==> config.mk <==
export PLATFORM = sky130hd
export DESIGN_NAME = cmp_vref_ctrl
export DESIGN_NICKNAME = d
export VERILOG_FILES = /design/src/cmp_pkg.sv /design/src/cmp_sync_if.sv /design/src/pin_sync3.sv /design/src/cmp_sync_pair.sv /design/src/cmp_vref_ctrl.sv
export SDC_FILE = /design/constraint.sdc
export NUM_CORES = 1
export LEC_CHECK = 0
export BUFFER_PORTS_ARGS = -buffer_cell sky130_fd_sc_hd__buf_4
export CAP_MARGIN = 25
export CORE_ASPECT_RATIO = 0.6
export CORE_MARGIN = 8
export CORE_UTILIZATION = 40
export CTS_BUF_LIST = sky130_fd_sc_hd__clkbuf_4
export DETAILED_ROUTE_END_ITERATION = 7
export PLACE_DENSITY_LB_ADDON = 0.15
export SYNTH_ARGS = -nofsm -noshare
export SYNTH_HDL_FRONTEND = slang
export SYNTH_HIERARCHICAL = 1
export SYNTH_SLANG_ARGS = --single-unit
==> constraint.sdc <==
create_clock -name core_clk_i -period 2.5 [get_ports core_clk_i]
set_input_delay 0.5 -clock core_clk_i [delete_from_list [all_inputs] [get_ports core_clk_i]]
set_output_delay 0.5 -clock core_clk_i [all_outputs]
set_load 0.02 [all_outputs]
==> src/cmp_pkg.sv <==
// package: register offsets, field positions, reset values for the
// comparator and ladder reference control block.
// assumes an apb slave with 32-bit data, one word per register.
package cmp_pkg;
  localparam logic [7:0] ADDR_CMP_A = 8'h00;
  localparam logic [7:0] ADDR_CMP_B = 8'h04;
  localparam logic [7:0] ADDR_LADDER = 8'h08;
  localparam logic [7:0] ADDR_WAKE = 8'h0c;
  // comparator control fields
  localparam int BIT_RESULT = 7;
  localparam int BIT_PIN_DRIVE_N = 6;
  localparam int BIT_NONINVERT = 5;
  localparam int BIT_TMR_SEL_N = 4;
  localparam int BIT_POS_HI = 4;
  localparam int BIT_ENABLE = 3;
  localparam int BIT_NEG_SEL = 2;
  localparam int BIT_POS_SEL = 1;
  localparam int BIT_WAKE_DIS = 0;
  // ladder control fields
  localparam int BIT_LAD_EN = 7;
  localparam int BIT_LAD_PIN = 6;
  localparam int BIT_LAD_LOW = 5;
  localparam int BIT_LAD_GAP = 4;
  localparam logic [6:0] CMP_CTRL_RST = 7'h7f;
  localparam logic [7:0] LADDER_RST = 8'h20;
  localparam logic [7:0] LADDER_WMASK = 8'hef;
endpackage

==> src/cmp_sync_if.sv <==
// interface: synchronised comparator raw results into the top.
// assumes one clock domain.
`timescale 1ns/1ps
interface cmp_sync_if;
  logic raw_a;
  logic raw_b;
  modport src (output raw_a, output raw_b);
  modport dst (input raw_a, input raw_b);
endinterface

==> src/pin_sync3.sv <==
// module: three-stage synchroniser with a filter that waits for stages two and three to agree.
// assumes an asynchronous level from an analog comparator.
`timescale 1ns/1ps
module pin_sync3 (
  input wire logic core_clk_i,
  input wire logic arst_n_i,
  input wire logic async_i,
  output logic level_o
);
  logic s1_ff, s2_ff, s3_ff, level_ff;
  // ---------------------------------------------
  // sync chain; first stage feeds second only
  // ---------------------------------------------
  always_ff @(posedge core_clk_i or negedge arst_n_i) begin
    if (!arst_n_i) begin
      s1_ff <= 1'b0;
      s2_ff <= 1'b0;
      s3_ff <= 1'b0;
      level_ff <= 1'b0;
    end else begin
      s1_ff <= async_i;
      s2_ff <= s1_ff;
      s3_ff <= s2_ff;
      // change counts once stages two and three agree
      if (s2_ff == s3_ff) begin
        level_ff <= s3_ff;
      end
    end
  end
  assign level_o = level_ff;
endmodule

==> src/cmp_sync_pair.sv <==
// module: synchronises both comparator raw results onto the interface.
// assumes raw analog outputs arrive asynchronously.
`timescale 1ns/1ps
module cmp_sync_pair (
  input wire logic core_clk_i,
  input wire logic arst_n_i,
  input wire logic cmp_a_raw_i,
  input wire logic cmp_b_raw_i,
  cmp_sync_if.src sync
);
  pin_sync3 u_a (
    .core_clk_i(core_clk_i),
    .arst_n_i(arst_n_i),
    .async_i(cmp_a_raw_i),
    .level_o(sync.raw_a)
  );
  pin_sync3 u_b (
    .core_clk_i(core_clk_i),
    .arst_n_i(arst_n_i),
    .async_i(cmp_b_raw_i),
    .level_o(sync.raw_b)
  );
endmodule

==> src/cmp_vref_ctrl.sv <==
// top: apb control of two comparators and a 32-level ladder reference.
// assumes analog comparators and ladder live outside; raw results are
// asynchronous and pass a 3-stage synchroniser.
//
// How it works
// - pin_drive_n low puts result on pin
// - routed result overrides pin direction
// - noninvert set passes, clear inverts result
// - cleared timer select clocks timer from A
// - comparator powered only while enable set
// - B negative: pin or internal ladder
// - B upper positive: A pos or B neg
// - wake_disable set blocks wake on change
// - enabled selected pins forced analog input
// - disabling returns pins to stored settings
// - ladder: 16 steps times two ranges
// - range bit picks ladder equation
// - ladder off draws no current
// - ladder pin_drive overrides pin direction
// - result bit read-only, writes ignored
// - wake flag sets on change after read
// - reset returns control registers to defaults
//
// Added by the designer: the placing of the registers and the APB slave port.
`timescale 1ns/1ps
module cmp_vref_ctrl
  import cmp_pkg::*;
(
  input wire logic core_clk_i,
  input wire logic arst_n_i,
  // apb slave
  input wire logic psel_i,
  input wire logic penable_i,
  input wire logic pwrite_i,
  input wire logic [7:0] paddr_i,
  input wire logic [31:0] pwdata_i,
  output logic [31:0] prdata_o,
  output logic pready_o,
  output logic pslverr_o,
  // analog comparator raw outputs (pos above neg)
  input wire logic cmp_a_raw_i,
  input wire logic cmp_b_raw_i,
  // analog control
  output logic cmp_a_enable_o,
  output logic cmp_b_enable_o,
  output logic cmp_a_pos_from_pin_o,
  output logic cmp_a_neg_from_pin_o,
  output logic cmp_b_neg_from_pin_o,
  output logic cmp_b_pos_from_pin_o,
  output logic cmp_b_pos_from_a_o,
  output logic ladder_enable_o,
  output logic ladder_low_range_o,
  output logic [3:0] ladder_step_code_o,
  // pin overrides
  output logic cmp_a_pin_drive_o,
  output logic cmp_b_pin_drive_o,
  output logic cmp_a_result_pin_o,
  output logic cmp_b_result_pin_o,
  output logic ladder_pin_drive_o,
  output logic [4:0] analog_force_o,
  // timer and wake
  output logic timer_zero_from_cmp_o,
  output logic timer_zero_cmp_clk_o,
  output logic compare_wake_flag_o
);
  // ---------------------------------------------
  // state
  // ---------------------------------------------
  logic [6:0] cmp_a_ff, cmp_b_ff;
  logic [7:0] ladder_ff;
  logic wake_flag_ff;
  logic latched_a_ff, latched_b_ff, armed_ff;
  logic [31:0] prdata_ff;
  logic out_a_en_ff, out_b_en_ff, pin_a_ff, pin_b_ff, lad_pin_ff;
  logic res_a_pin_ff, res_b_pin_ff;
  logic tmr_sel_ff, tmr_clk_ff, lad_en_ff, lad_low_ff;
  logic [3:0] lad_code_ff;
  logic a_on_ff, b_on_ff;
  logic a_pp_ff, a_np_ff, b_np_ff, b_pp_ff, b_pa_ff;
  logic [4:0] force_ff;

  cmp_sync_if sync_bus ();
  cmp_sync_pair u_sync (
    .core_clk_i(core_clk_i),
    .arst_n_i(arst_n_i),
    .cmp_a_raw_i(cmp_a_raw_i),
    .cmp_b_raw_i(cmp_b_raw_i),
    .sync(sync_bus.src)
  );

  // ---------------------------------------------
  // apb decode
  // ---------------------------------------------
  wire access = psel_i & penable_i;
  wire wr = access & pwrite_i;
  wire rd = access & ~pwrite_i;
  wire hit_a = (paddr_i == ADDR_CMP_A);
  wire hit_b = (paddr_i == ADDR_CMP_B);
  wire hit_l = (paddr_i == ADDR_LADDER);
  wire hit_w = (paddr_i == ADDR_WAKE);
  wire mapped = hit_a | hit_b | hit_l | hit_w;

  // ---------------------------------------------
  // result path
  // ---------------------------------------------
  // comparator off; result held low when disabled
  wire a_on = cmp_a_ff[BIT_ENABLE];
  wire b_on = cmp_b_ff[BIT_ENABLE];
  // polarity applied before report and routing
  // raw high means positive above negative
  wire res_a = a_on & (sync_bus.raw_a ~^ cmp_a_ff[BIT_NONINVERT]);
  wire res_b = b_on & (sync_bus.raw_b ~^ cmp_b_ff[BIT_NONINVERT]);

  // result bit comes from logic, not storage
  wire [7:0] rd_a = {res_a, cmp_a_ff};
  wire [7:0] rd_b = {res_b, cmp_b_ff};
  wire [7:0] rd_l = ladder_ff;
  wire [7:0] rd_mux = hit_a ? rd_a : hit_b ? rd_b : hit_l ? rd_l :
                      hit_w ? {7'h00, wake_flag_ff} : 8'h00;

  // ---------------------------------------------
  // input routing and analog override
  // ---------------------------------------------
  // B negative: pin when set, ladder when clear
  wire b_neg_pin = cmp_b_ff[BIT_NEG_SEL];
  // upper positive picks A pos or B neg pin
  wire b_pos_hi = cmp_b_ff[BIT_POS_HI];
  wire b_pos_pin = cmp_b_ff[BIT_POS_SEL];
  wire a_pos_pin = cmp_a_ff[BIT_POS_SEL];
  wire a_neg_pin = cmp_a_ff[BIT_NEG_SEL];
  // force selected pins analog while enabled
  // drop force when disabled; stored settings untouched
  // pins: 0 a_pos, 1 a_neg, 2 b_pos, 3 b_neg, 4 ladder pin
  wire [4:0] force_next = {
    ladder_ff[BIT_LAD_PIN],
    b_on & (b_neg_pin | (~b_pos_pin & ~b_pos_hi)),
    b_on & b_pos_pin,
    (a_on & ~a_pos_pin) | (a_on & a_neg_pin),
    (a_on & a_pos_pin) | (b_on & ~b_pos_pin & b_pos_hi)
  };

  // wake allowed per comparator when bit clear
  wire wake_a_ok = ~cmp_a_ff[BIT_WAKE_DIS];
  wire wake_b_ok = ~cmp_b_ff[BIT_WAKE_DIS];
  // change versus latched state after a read
  wire changed = armed_ff & ((wake_a_ok & (res_a != latched_a_ff)) |
                             (wake_b_ok & (res_b != latched_b_ff)));
  wire rd_ctrl = rd & (hit_a | hit_b);
  wire clr_flag = wr & hit_w & ~pwdata_i[0];

  // ---------------------------------------------
  // control registers
  // ---------------------------------------------
  // reset restores control defaults
  always_ff @(posedge core_clk_i or negedge arst_n_i) begin
    if (!arst_n_i) begin
      cmp_a_ff <= CMP_CTRL_RST;
      cmp_b_ff <= CMP_CTRL_RST;
      ladder_ff <= LADDER_RST;
    end else begin
      // bit seven of write data dropped for comparators; ladder writes drop bit four
      if (wr & hit_a) begin
        cmp_a_ff <= pwdata_i[6:0];
      end
      if (wr & hit_b) begin
        cmp_b_ff <= pwdata_i[6:0];
      end
      if (wr & hit_l) begin
        ladder_ff <= pwdata_i[7:0] & LADDER_WMASK;
      end
    end
  end

  // wake flag: set wins over software clear
  always_ff @(posedge core_clk_i or negedge arst_n_i) begin
    if (!arst_n_i) begin
      wake_flag_ff <= 1'b0;
      armed_ff <= 1'b0;
      latched_a_ff <= 1'b0;
      latched_b_ff <= 1'b0;
    end else begin
      // read latches state and arms detector
      if (rd_ctrl) begin
        latched_a_ff <= res_a;
        latched_b_ff <= res_b;
        armed_ff <= 1'b1;
      end
      if (changed) begin
        wake_flag_ff <= 1'b1;
      end else if (clr_flag) begin
        wake_flag_ff <= 1'b0;
      end
    end
  end

  // ---------------------------------------------
  // apb answer; zero wait states
  // ---------------------------------------------
  always_ff @(posedge core_clk_i or negedge arst_n_i) begin
    if (!arst_n_i) begin
      prdata_ff <= 32'h0000_0000;
    end else if (psel_i & ~penable_i & ~pwrite_i) begin
      prdata_ff <= {24'h00_0000, rd_mux};
    end
  end

  // ---------------------------------------------
  // registered outputs
  // ---------------------------------------------
  always_ff @(posedge core_clk_i or negedge arst_n_i) begin
    if (!arst_n_i) begin
      out_a_en_ff <= 1'b0;
      out_b_en_ff <= 1'b0;
      res_a_pin_ff <= 1'b0;
      res_b_pin_ff <= 1'b0;
      lad_pin_ff <= 1'b0;
      tmr_sel_ff <= 1'b0;
      tmr_clk_ff <= 1'b0;
      lad_en_ff <= 1'b0;
      lad_low_ff <= 1'b0;
      lad_code_ff <= 4'h0;
      a_on_ff <= 1'b0;
      b_on_ff <= 1'b0;
      a_pp_ff <= 1'b0;
      a_np_ff <= 1'b0;
      b_np_ff <= 1'b0;
      b_pp_ff <= 1'b0;
      b_pa_ff <= 1'b0;
      force_ff <= 5'h00;
    end else begin
      out_a_en_ff <= ~cmp_a_ff[BIT_PIN_DRIVE_N];
      out_b_en_ff <= ~cmp_b_ff[BIT_PIN_DRIVE_N];
      res_a_pin_ff <= res_a;
      res_b_pin_ff <= res_b;
      // ladder onto its pin, direction overridden
      lad_pin_ff <= ladder_ff[BIT_LAD_PIN];
      // cleared select routes A to timer clock
      tmr_sel_ff <= ~cmp_a_ff[BIT_TMR_SEL_N];
      tmr_clk_ff <= res_a;
      lad_en_ff <= ladder_ff[BIT_LAD_EN];
      // range and step code to ladder
      lad_low_ff <= ladder_ff[BIT_LAD_LOW];
      lad_code_ff <= ladder_ff[3:0];
      a_on_ff <= a_on;
      b_on_ff <= b_on;
      a_pp_ff <= a_pos_pin;
      a_np_ff <= a_neg_pin;
      b_np_ff <= b_neg_pin;
      b_pp_ff <= b_pos_pin;
      b_pa_ff <= b_pos_hi;
      force_ff <= force_next;
    end
  end

  assign prdata_o = prdata_ff;
  assign pready_o = 1'b1;
  assign pslverr_o = 1'b0;
  assign cmp_a_enable_o = a_on_ff;
  assign cmp_b_enable_o = b_on_ff;
  assign cmp_a_pos_from_pin_o = a_pp_ff;
  assign cmp_a_neg_from_pin_o = a_np_ff;
  assign cmp_b_neg_from_pin_o = b_np_ff;
  assign cmp_b_pos_from_pin_o = b_pp_ff;
  assign cmp_b_pos_from_a_o = b_pa_ff;
  assign ladder_enable_o = lad_en_ff;
  assign ladder_low_range_o = lad_low_ff;
  assign ladder_step_code_o = lad_code_ff;
  assign cmp_a_pin_drive_o = out_a_en_ff;
  assign cmp_b_pin_drive_o = out_b_en_ff;
  assign cmp_a_result_pin_o = res_a_pin_ff;
  assign cmp_b_result_pin_o = res_b_pin_ff;
  assign ladder_pin_drive_o = lad_pin_ff;
  assign analog_force_o = force_ff;
  assign timer_zero_from_cmp_o = tmr_sel_ff;
  assign timer_zero_cmp_clk_o = tmr_clk_ff;
  assign compare_wake_flag_o = wake_flag_ff;
endmodule

After elaboration in Yosys (flattened, before gate mapping). Index checks and enable logic that the tools add are counted. Widths: inputs -> output; s select.

Bits in registers: 65. Word-level logic and storage cells: 90. Output and inout port bits: 60.

Muxes and demuxes: 6. Reductions and logical operators: 2. Eq/ne operators: 7. Bitwise operators: 42.

Operator list (count): $and 1x1->1 (24); $mux 8 (3); $eq 8x4->1 const B (2); $not 1->1 (11); $eq 8x3->1 const B (1); $logic_not 8->1 (1); $or 1x1->1 (5); $mux 1 (3); $eq 1x1->1 (2); $ne 1x1->1 (2); $reduce_bool 2->1 (1); $xnor 1x1->1 (2).

Logic depth before layout (Yosys ltp). Gate-level depths: netlist of the first run.

Depth after elaboration: 7. Gate-level depth with buffers: 6. Depth with buffers taken out: 4.

Cells and area by module. The synthesis of the first run kept the hierarchy.

Modules (own cells, without submodules): cmp_vref_ctrl (cells each 193, times used 1, area each 2436.1 µm²); pin_sync3 (cells each 5, times used 2, area each 111.4 µm²).

Worst setup path after synthesis of the first run. OpenSTA, ideal clock, no wires.

Path kind: input to register. From: input port paddr_i[1]. To: register cmp_b_ff[0]. Arrival: 1693 ps. Cell stages on the path: 5. Setup slack: 725 ps. Cells stage by stage: nor2_2 > nand3_2 > or4b_4 > buf_6 > mux2_4.

Word-level cells in the longest chain between the ends: 2.

Ends and longest elaborated chain: start: declaration (RTL line cmp_vref_ctrl.sv:35) `input wire logic [7:0] paddr_i,`; $eq 8x3->1 (RTL line cmp_vref_ctrl.sv:98) `wire hit_b = (paddr_i == ADDR_CMP_B);`; $and 1x1->1 (RTL line cmp_vref_ctrl.sv:165) `if (wr & hit_b) begin`; end signal: assignment (RTL line cmp_vref_ctrl.sv:166) `cmp_b_ff <= pwdata_i[6:0];`; end: declaration (RTL line cmp_vref_ctrl.sv:69) `logic [6:0] cmp_a_ff, cmp_b_ff;`.

No other way between the ends. A chain may end at the register's enable or synchronous reset.

Worst setup path after layout of the first run.
From: register cmp_a_ff[3]. To: register wake_flag_ff (netlist: compare_wake_flag_o).

Word-level cells in the longest chain between the ends: 6. Elaborated cells on any way between the ends: 7. Classes of those cells: eq/ne (1); mux (1); bitwise (4); reduce/logical (1).

Ends and longest elaborated chain: start: declaration (RTL line cmp_vref_ctrl.sv:69); start signal: assignment (RTL line cmp_vref_ctrl.sv:163) `cmp_a_ff <= pwdata_i[6:0];`; $and 1x1->1 (*) (RTL line cmp_vref_ctrl.sv:111) `wire res_a = a_on & (sync_bus.raw_a ~^ cmp_a_ff[BIT_NONINVERT]);`; $ne 1x1->1 (*) (RTL line cmp_vref_ctrl.sv:146) `wire changed = armed_ff & ((wake_a_ok & (res_a != latched_a_ff)) |`; $and 1x1->1 (*) (RTL line cmp_vref_ctrl.sv:146); $or 1x1->1 (*) (RTL line cmp_vref_ctrl.sv:146); $and 1x1->1 (*) (RTL line cmp_vref_ctrl.sv:146); $mux 1 or $reduce_bool 2->1 (tied branches); end signal: assignment (RTL line cmp_vref_ctrl.sv:177) `wake_flag_ff <= 1'b0;`; end signal: assignment (RTL line cmp_vref_ctrl.sv:189) `wake_flag_ff <= 1'b1;`; end signal: assignment (RTL line cmp_vref_ctrl.sv:191) `wake_flag_ff <= 1'b0;`; end: declaration (RTL line cmp_vref_ctrl.sv:71) `logic wake_flag_ff;`.

Every way passes the cells marked *; elsewhere a longest branch is shown, timed or not.

==> results.py, run 1 <==
metrics = {
    "die": {
        "rows": 23,
        "fp.dieW_um": 121.3,
        "die_h_um": 79.15,
        "core_area_um2": 6561,
        "ioPinCount": 107,
        "die_area_um2": 9597,
        "initial_core_util_pct": 40.52,
    },
    "global_route": {
        "grt_pass1_wl_um": 8818,
        "antenna_found_initial": 0,
        "grt_use_total_pct": 12.15,
        "grt_pass1_vias": 1583,
        "grt_max_degree": 65,
        "overflow": 0,
    },
    "critical_path": {
        "crit_type": "flop to flop",
        "cp-end-kind": "flop",
        "crit_fanout": 5,
        "cp.arrival_ns": 1.87,
        "crit_required_ns": 2.74,
        "start_kind": "flop",
    },
    "clock_tree": {
        "cts.sinks": 64,
        "numCtsBuffers": 9,
        "clkLatencyLatePin_ns": 0.40,
        "htree_levels": 3,
        "root_buffer": "clkbuf_4",
        "postCtsSetupBuffers": 0,
        "hold_buffers": 0,
        "cts_max_path_buffers": 2,
        "cts.repair.resized": 0,
        "clk_pin_slew_ns": 0.10,
        "cts_tree": "yes",
    },
    "run_status": {
        "status": "complete, no violations",
    },
    "power": {
        "p_sw_share_pct": 25.62,
        "seqPwrFrac_pct": 60.9,
        "p_switching_mw": 0.4494,
        "p_per_area_nw_per_um2": 559.6,
        "combinationalPowerShare_pct": 8.3,
        "p_int_mw": 1.304,
        "p_leak_nw": 1.535,
        "power_mw": 1.754,
        "vdd_ir_drop_max_uv": 294.0,
        "pwr-share-clk_pct": 30.8,
    },
    "detailed_routing": {
        "vias_per_cell": 4.510,
        "antenna_left": 0,
        "drc": 0,
        "wl_um": 5541,
        "vias": 1583,
        "avgRoutedWirePerCell_um": 15.79,
        "first_pass_iters": 4,
        "drtIter0Drc": 85,
    },
    "synthesis": {
        "syn_area_um2": 2659,
        "synth_seq_cells": 64,
        "syn-instance-count": 203,
        "synth_ff_type": "dfrtp_1",
        "syn_area_per_cell_um2": 13.10,
        "yosysUniqueCellTypes": 37,
        "yosysSeqAreaShare_pct": 60.94,
        "yosys_warnings": 6,
        "synth-async-reset-ratio_pct": 100.0,
        "synth-edff-count": 0,
    },
    "placed_design": {
        "place_congestion": 0.7724,
        "place_area_um2": 3034,
        "place_hpwl_um": 4004,
        "placed_cells": 336,
        "port_buffers": 56,
    },
    "final_layout": {
        "synthToLayoutAreaGrowth_pct": 17.88,
        "antenna_cells": 0,
        "final_cell_area_um2": 3134,
        "nNetsFinal": 307,
        "final_core_util_pct": 47.77,
        "drive_gt1_share_pct": 43.94,
        "finalNonFillerCells": 351,
    },
    "timing": {
        "drv_slew": 0,
        "fin_setup_tns_ns": 0,
        "slew_headroom_pct": 47.77,
        "worstMarginPinSlew_ns": 0.7835,
        "rsz0062_at_grt": "no",
        "hold_viol_final": 0,
        "fin_crit_sh_pct": 65.55,
        "fin_crit_ns": 1.639,
        "max_freq_ghz": 0.6103,
        "fin_worst_skew_ns": 0.005394,
        "setup_viol": 0,
    },
    "job": {
        "drv_cap": 0,
    },
    "hold_path": {
        "hp-class": "input pin to asynchronous set/reset pin",
    },
}
==> worst max-delay path: stages, from the launching register on <==
cell and delay (ns):
dfstp_2 0.58, inv_1 0.10, or3_1 0.37, a211o_1 0.29
o311ai_0 0.15
==> layer usage <==
layer  share of wire [%]  vias up  GRT usage (%)
li1                    -      747              -
met1                  48      765          16.55
met2                  42       61          16.36
met3                 8.4       10          5.096
met4                 1.6        0          5.508
met5                   0        -              0
==> cell type report <==
cell class,count,area [µm²]
repair buffers,56,420.4
inverters,7,26.28
fillers,637,3427
clock inverters,5,25.02
clock buffers,10,75.07
well taps,87,108.9
multi-input cells,122,858.3
flip-flops and latches,64,1620
==> final timing paths <==
check,start,end,slack (ns),cells after the start
max in group asynchronous,arst_n_i,ladder_ff[0],1.81,1
min in group core_clk_i,cmp_a_raw_i,u_sync/u_a/s1_ff,0.20,1
min reg2reg,u_sync/u_b/s1_ff,u_sync/u_b/s2_ff,0.35,0
max reg2reg,cmp_a_ff[3],compare_wake_flag_o,0.86,4
min,arst_n_i,analog_force_o[0],0.19,1
max,cmp_a_ff[3],compare_wake_flag_o,0.86,4
==> cells in the mapped netlist, types with 3 or more instances <==
cell type	instances	area share, %
a21oi_1	6	1.1
nand2_1	13	1.8
mux2i_1	6	2.3
nor2_1	10	1.4
dfrtp_1	49	46
dfstp_2	15	15
buf_4	28	7.9
buf_2	3	0.56
mux2_2	16	6.8
o21ai_0	9	1.7
mux2_4	7	4.0
inv_1	7	0.99
nor2_2	3	0.71
==> power groups by stage <==
stage / clock [mW] / sequential (mW) / combinational (mW)
6_report: 0.541 / 1.07 / 0.145
5_1_grt: 0.615 / 1.07 / 0.159
4_1_cts: 0.567 / 1.07 / 0.146
3_5_place_dp: 0 / 1.09 / 0.146
3_3_place_gp: 0 / 1.09 / 0.145
2_1_floorplan: 0 / 1.09 / 0.102
==> logic make-up (layout without fill, tap and decap cells) <==
family / count (synthesis) / after routing / synth area share (%)
AOI/OAI and AO/OA: 21 / 21 / 4.706
xor gates and xnor gates: 3 / 3 / 0.9884
adders and majority gates: 2 / 2 / 0.8470
buffers and inverters: 41 / 78 / 10.16
DFF: 64 / 64 / 60.94
muxes: 30 / 30 / 13.84
other: 2 / 26 / 0.2825
and+or+nand+nor: 40 / 40 / 8.236
==> state kept, by name, indices dropped and copies added, names as in the netlist, 4 cells and up <==
name	count
analog_force_o	5
cmp_a_ff	7
cmp_b_ff	7
ladder_ff	7
ladder_step_code_o	4
prdata_o	8
==> through the flow <==
| step | hold slack (ns) | worst slack (ns) |
|---|---|---|
| floorplan | 0.2044 | 0.7248 |
| global placement | 0.3322 | 0.5287 |
| detailed placement | 0.3355 | 0.5306 |
| CTS | 0.1722 | 0.8647 |
| global route | 0.1638 | 0.7372 |
| finish | 0.1884 | 0.8614 |
==> layout by cell type (no fill, tap or decap), types with 2 or more instances in the layout <==
master	Yosys	routed
a21oi_1	6	6
nor2_2	3	3
clkinv_1	0	2
inv_1	7	7
o21ai_0	9	9
and2_1	2	2
buf_4	28	56
dfrtp_1	49	49
mux2_2	16	16
nor2_1	10	10
clkbuf_4	0	10
clkinv_2	0	2
nand2_1	13	13
mux2i_1	6	6
nand3_1	2	2
maj3_2	2	2
o41ai_1	2	2
xnor2_1	2	2
dfstp_2	15	15
mux2_4	7	7
conb_1	2	26
Note: power is estimated with default switching activity, not from simulation.
==> inputs of run 2 (changes only) <==
- clock period: 2.5 -> 1.47 ns (I/O delays scaled with it)
==> results.py, run 2 (synthesis results as in run 1) <==
metrics = {
    "final_layout": {
        "antenna_cells": 0,
        "largest_reg_flops": 8,
        "nNetsFinal": 332,
        "final_cell_area_um2": 3465,
        "final_core_util_pct": 52.80,
        "finalNonFillerCells": 377,
        "drive_gt1_share_pct": 49.31,
        "final_cell_mix": "77 x buf_4, 49 x dfrtp_1, 26 x conb_1, 16 x mux2_2, 15 x dfstp_2",
        "layout_commonest_cell": "buf_4",
        "synthToLayoutAreaGrowth_pct": 30.31,
    },
    "timing": {
        "slew_headroom_pct": 63.00,
        "fin_crit_sh_pct": 99.04,
        "drv_slew": 0,
        "max_freq_ghz": 0.6868,
        "worstMarginPinSlew_ns": 0.5539,
        "fin_crit_ns": 1.456,
        "hold_slack_ns": 0.1309,
        "hold_viol_final": 0,
        "fin_worst_skew_ns": 0.01432,
        "setup_viol": 0,
        "rsz0062_at_grt": "yes",
    },
    "clock_tree": {
        "cts.sinks": 64,
        "clkLatencyLatePin_ns": 0.40,
        "cts_tree": "yes",
        "numCtsBuffers": 9,
        "clk_pin_slew_ns": 0.11,
        "cts_max_path_buffers": 2,
        "htree_levels": 3,
        "postCtsSetupBuffers": 0,
        "root_buffer": "clkbuf_4",
    },
    "critical_path": {
        "crit_fanout": 3,
        "reg2reg_from": "cmp_a_ff[5]",
        "r2r_cells": 4,
        "cp-end-kind": "flop",
        "crit_type": "flop to flop",
        "start_kind": "flop",
        "slowest_delay_ns": 0.55,
        "crit_chain": "xor2_1, or3_1, a211o_1, o311ai_2",
        "crit_required_ns": 1.75,
        "cp.arrival_ns": 1.74,
        "cp_slowest_cell": "dfstp_2",
        "r2r-end": "compare_wake_flag_o",
        "reg2reg_slack_ns": 0.01,
    },
    "job": {
        "drv_cap": 0,
    },
    "global_route": {
        "grt_use_total_pct": 12.70,
        "antenna_found_initial": 0,
        "grt_max_degree": 34,
        "grt_pass1_wl_um": 9225,
        "grt_pass1_vias": 1798,
        "overflow": 0,
    },
    "detailed_routing": {
        "wl_um": 5825,
        "vias": 1629,
        "avgRoutedWirePerCell_um": 15.45,
        "antenna_left": 0,
        "vias_per_cell": 4.321,
        "drtIter0Drc": 134,
        "first_pass_iters": 4,
        "drc": 0,
    },
    "power": {
        "p_sw_share_pct": 22.58,
        "vdd_ir_drop_max_uv": 536.5,
        "p_per_area_nw_per_um2": 1049,
        "combinationalPowerShare_pct": 8.1,
        "power_mw": 3.633,
        "pwr-share-clk_pct": 41.9,
        "p_switching_mw": 0.8202,
        "seqPwrFrac_pct": 50.0,
        "p_leak_nw": 1.697,
        "p_int_mw": 2.812,
    },
    "die": {
        "die_h_um": 79.15,
        "fp.dieW_um": 121.3,
        "rows": 23,
        "initial_core_util_pct": 40.52,
        "ioPinCount": 107,
        "core_area_um2": 6561,
        "die_area_um2": 9597,
    },
    "placed_design": {
        "place_hpwl_um": 4408,
        "place_area_um2": 3234,
        "placed_cells": 358,
        "port_buffers": 56,
        "place_congestion": 0.7756,
    },
    "run_status": {
        "status": "complete, no violations",
    },
    "hold_path": {
        "hp-start": "pwdata_i[4]",
        "hp-class": "input pin to flop",
        "min_delay_path_depth": 2,
        "whs_endpoint": "cmp_b_ff[4]",
    },
}
run 2: changes by cell type in the layout (fill, tap and decap cells not counted), moves of 2 or more:
cell           before  now
buf_4              56   77
bufinv_16           0    3
clkinv_1            2    0
clkinv_2            2    0
dlygate4sd3_1       0    3
nor2_2              3    0
nor2_4              0    3
run 2: final cells by class:
| cell class | instances | area [µm²] |
|---|---|---|
| fill | 605 | 3097 |
| inverter | 7 | 26.28 |
| multi-input combinational | 122 | 893.4 |
| clock inverter | 5 | 105.1 |
| sequential | 64 | 1620 |
| timing repair buffer | 81 | 628.1 |
| clock buffer | 11 | 82.58 |
| tap | 87 | 108.9 |
run 2: through the flow:
stage	worst slack (ns)	setup TNS (ns)
2_1_floorplan	-0.08617	-0.6032
3_3_place_gp	-0.2295	-2.768
3_5_place_dp	-0.2351	-2.657
4_1_cts	0.001705	0
5_1_grt	-0.04454	-0.08110
6_report	0.01406	0
run 2: worst max path at each step:
stage                      startpoint                  end  slack [ns]
after floorplan            paddr_i[5]          cmp_b_ff[0]       -0.09
after global placement     paddr_i[5]          cmp_b_ff[0]       -0.23
after detailed placement   paddr_i[5]          cmp_b_ff[6]       -0.24
after CTS                 cmp_b_ff[5]          prdata_o[7]       0.002
after global routing      cmp_a_ff[5]  compare_wake_flag_o       -0.04
final                     cmp_a_ff[5]  compare_wake_flag_o        0.01
run 2: power groups by stage:
stage               combinational, mW  clock (mW)  sequential [mW]
floorplan                       0.178           0             1.86
global placement                0.285           0             1.85
detailed placement              0.287           0             1.85
CTS                             0.294        1.58             1.82
global route                    0.319        1.67             1.82
finish                          0.293        1.52             1.82
run 2: timing repair:
action / 4_1_cts / 5_1_grt
endpoints found under the setup margin: 1 / 2
pin swaps: 1 / 0
hold buffers: 3 / 0
resized for setup: 2 / 1
endpoints found under the hold margin: 32 / 0
run 2: metal layers:
metal  vias to the layer above  wire [µm]  track usage (%)
li1                        789          -                -
met1                       786       2809            16.89
met2                        49       2595            18.18
met3                         5        387            5.379
met4                         0         34            4.406
met5                         -          0                0
run 2: worst max-delay path, delay by kind of cell, from the launching register on:
| family | cells | cell delay [ns] |
|---|---|---|
| AOI/OAI and AO/OA | 2 | 0.37 |
| DFF | 1 | 0.55 |
| xor gates and xnor gates | 1 | 0.09 |
| and+or+nand+nor | 1 | 0.33 |
==> inputs of run 3 (changes only) <==
- SETUP_SLACK_MARGIN: not set -> 0.2
==> results.py, run 3 (synthesis results as in run 1) <==
metrics = {
    "power": {
        "vdd_ir_drop_max_uv": 444.3,
        "p_leak_nw": 1.755,
        "p_per_area_nw_per_um2": 903.2,
    },
    "clock_tree": {
        "cts.sinks": 64,
        "htree_levels": 3,
        "numCtsBuffers": 9,
        "cts_tree": "yes",
        "cts_max_path_buffers": 2,
        "root_buffer": "clkbuf_4",
        "clk_pin_slew_ns": 0.10,
        "clkLatencyLatePin_ns": 0.42,
    },
    "critical_path": {
        "slowest_delay_ns": 0.57,
        "r2r_cells": 4,
        "reg2reg_slack_ns": 0.04,
        "crit_chain": "xor2_2, or3_1, a211o_1, o311ai_2",
        "crit_required_ns": 1.78,
        "cp.arrival_ns": 1.74,
        "cp-end-kind": "flop",
        "reg2reg_from": "cmp_a_ff[5]",
        "r2r-end": "compare_wake_flag_o",
        "cp_slowest_cell": "dfstp_2",
        "crit_type": "flop to flop",
        "critPathTopFamily": "flip-flops",
        "start_kind": "flop",
        "path_buf_inv": 0,
        "crit_fanout": 4,
    },
    "hold_path": {
        "hp-start": "pwdata_i[7]",
        "hp-class": "input pin to flop",
        "whs_endpoint": "ladder_ff[7]",
        "min_delay_path_depth": 2,
    },
    "job": {
        "drv_cap": 0,
    },
    "final_layout": {
        "final_cell_mix": "49 x dfrtp_1, 46 x buf_4, 34 x buf_6, 26 x conb_1, 15 x dfstp_2",
        "synthToLayoutAreaGrowth_pct": 37.36,
        "nNetsFinal": 337,
        "drive_gt1_share_pct": 51.86,
        "layout_commonest_cell": "dfrtp_1",
        "final_core_util_pct": 55.66,
        "fillCellCount": 588,
        "final_cell_area_um2": 3652,
        "largest_reg_flops": 8,
    },
    "placed_design": {
        "place_area_um2": 3279,
        "port_buffers": 56,
        "place_hpwl_um": 4540,
        "place_congestion": 0.7426,
    },
    "timing": {
        "fin_crit_ns": 1.432,
        "hold_slack_ns": 0.1143,
        "setup_viol": 0,
        "hold_viol_final": 0,
        "fin_crit_sh_pct": 97.43,
        "fin_worst_skew_ns": 0.01608,
        "drv_slew": 0,
        "max_freq_ghz": 0.6982,
        "rsz0062_at_grt": "yes",
    },
    "die": {
        "fp.dieW_um": 121.3,
        "initial_core_util_pct": 40.52,
        "rows": 23,
        "die_h_um": 79.15,
        "die_area_um2": 9597,
        "ioPinCount": 107,
        "core_area_um2": 6561,
    },
    "global_route": {
        "antenna_found_initial": 0,
        "grt_pass1_wl_um": 9542,
        "grt_use_total_pct": 13.11,
        "grt_max_degree": 29,
        "grt_pass1_vias": 1757,
        "overflow": 0,
    },
    "detailed_routing": {
        "wl_um": 6087,
        "antenna_left": 0,
        "vias": 1714,
        "vias_per_cell": 4.475,
        "first_pass_iters": 4,
        "drtIter0Drc": 70,
        "drc": 0,
        "avgRoutedWirePerCell_um": 15.89,
    },
    "run_status": {
        "status": "complete, no violations",
    },
}
==> run 3: changes by cell type in the layout (fill, tap and decap cells not counted), sizes merged <==
| cell | delta |
|---|---|
| diode | +1 |
| bufinv | -2 |
| clkbuf | -2 |
| buf | +5 |
| clkinv | +4 |
==> run 3: how the worst max path moves through the flow <==
| stage | from | to | cells after the start |
|---|---|---|---|
| global route | cmp_a_ff[5] | compare_wake_flag_o | 4 |
| global placement | paddr_i[5] | cmp_b_ff[3] | 5 |
| finish | cmp_a_ff[5] | compare_wake_flag_o | 4 |
| detailed placement | paddr_i[5] | cmp_b_ff[6] | 5 |
| CTS | cmp_a_ff[5] | compare_wake_flag_o | 4 |
| floorplan | paddr_i[5] | cmp_b_ff[0] | 5 |
==> run 3: what timing repair did <==
item	4_1_cts	5_1_grt
hold buffers	3	0
pin swaps	0	1
buffers inserted	5	2
resized for setup	20	19
endpoints found under the hold margin	23	0
endpoints found under the setup margin	22	38
==> run 3: power breakdown <==
group / leakage, nW / total [mW] / internal [mW] / switching (mW)
sequential: 0.794 / 1.82 / 1.80 / 0.0233
combinational: 0.889 / 0.312 / 0.130 / 0.181
clock: 0.0719 / 1.17 / 0.517 / 0.650
==> run 3: cell type report <==
class | instances | area, µm² | share of cell area (%)
antenna | 1 | 2.502 | 0.06852
clock buffer | 9 | 67.56 | 1.850
clock inverter | 7 | 72.57 | 1.987
inverter | 7 | 26.28 | 0.7194
multi-input combinational | 122 | 935.9 | 25.63
sequential | 64 | 1620 | 44.36
tap | 87 | 108.9 | 2.980
timing repair buffer | 86 | 818.3 | 22.40
==> run 3: metal layers <==
| metal | global-route usage, % | wire [µm] |
|---|---|---|
| met1 | 17.75 | 2906 |
| met2 | 17.96 | 2597 |
| met3 | 7.006 | 534 |
| met4 | 2.938 | 48 |
| met5 | 0 | 0 |
==> run 3: per-stage QoR <==
step	std cells	total power [mW]	worst slack (ns)	setup TNS, ns
after global placement	356	2.145	-0.2343	-2.718
after CTS	380	3.336	0.02332	0
after global routing	382	3.448	-0.03114	-0.03114
after floorplan	227	2.037	-0.08617	-0.6032
final	383	3.299	0.03771	0
after detailed placement	356	2.148	-0.2336	-3.016
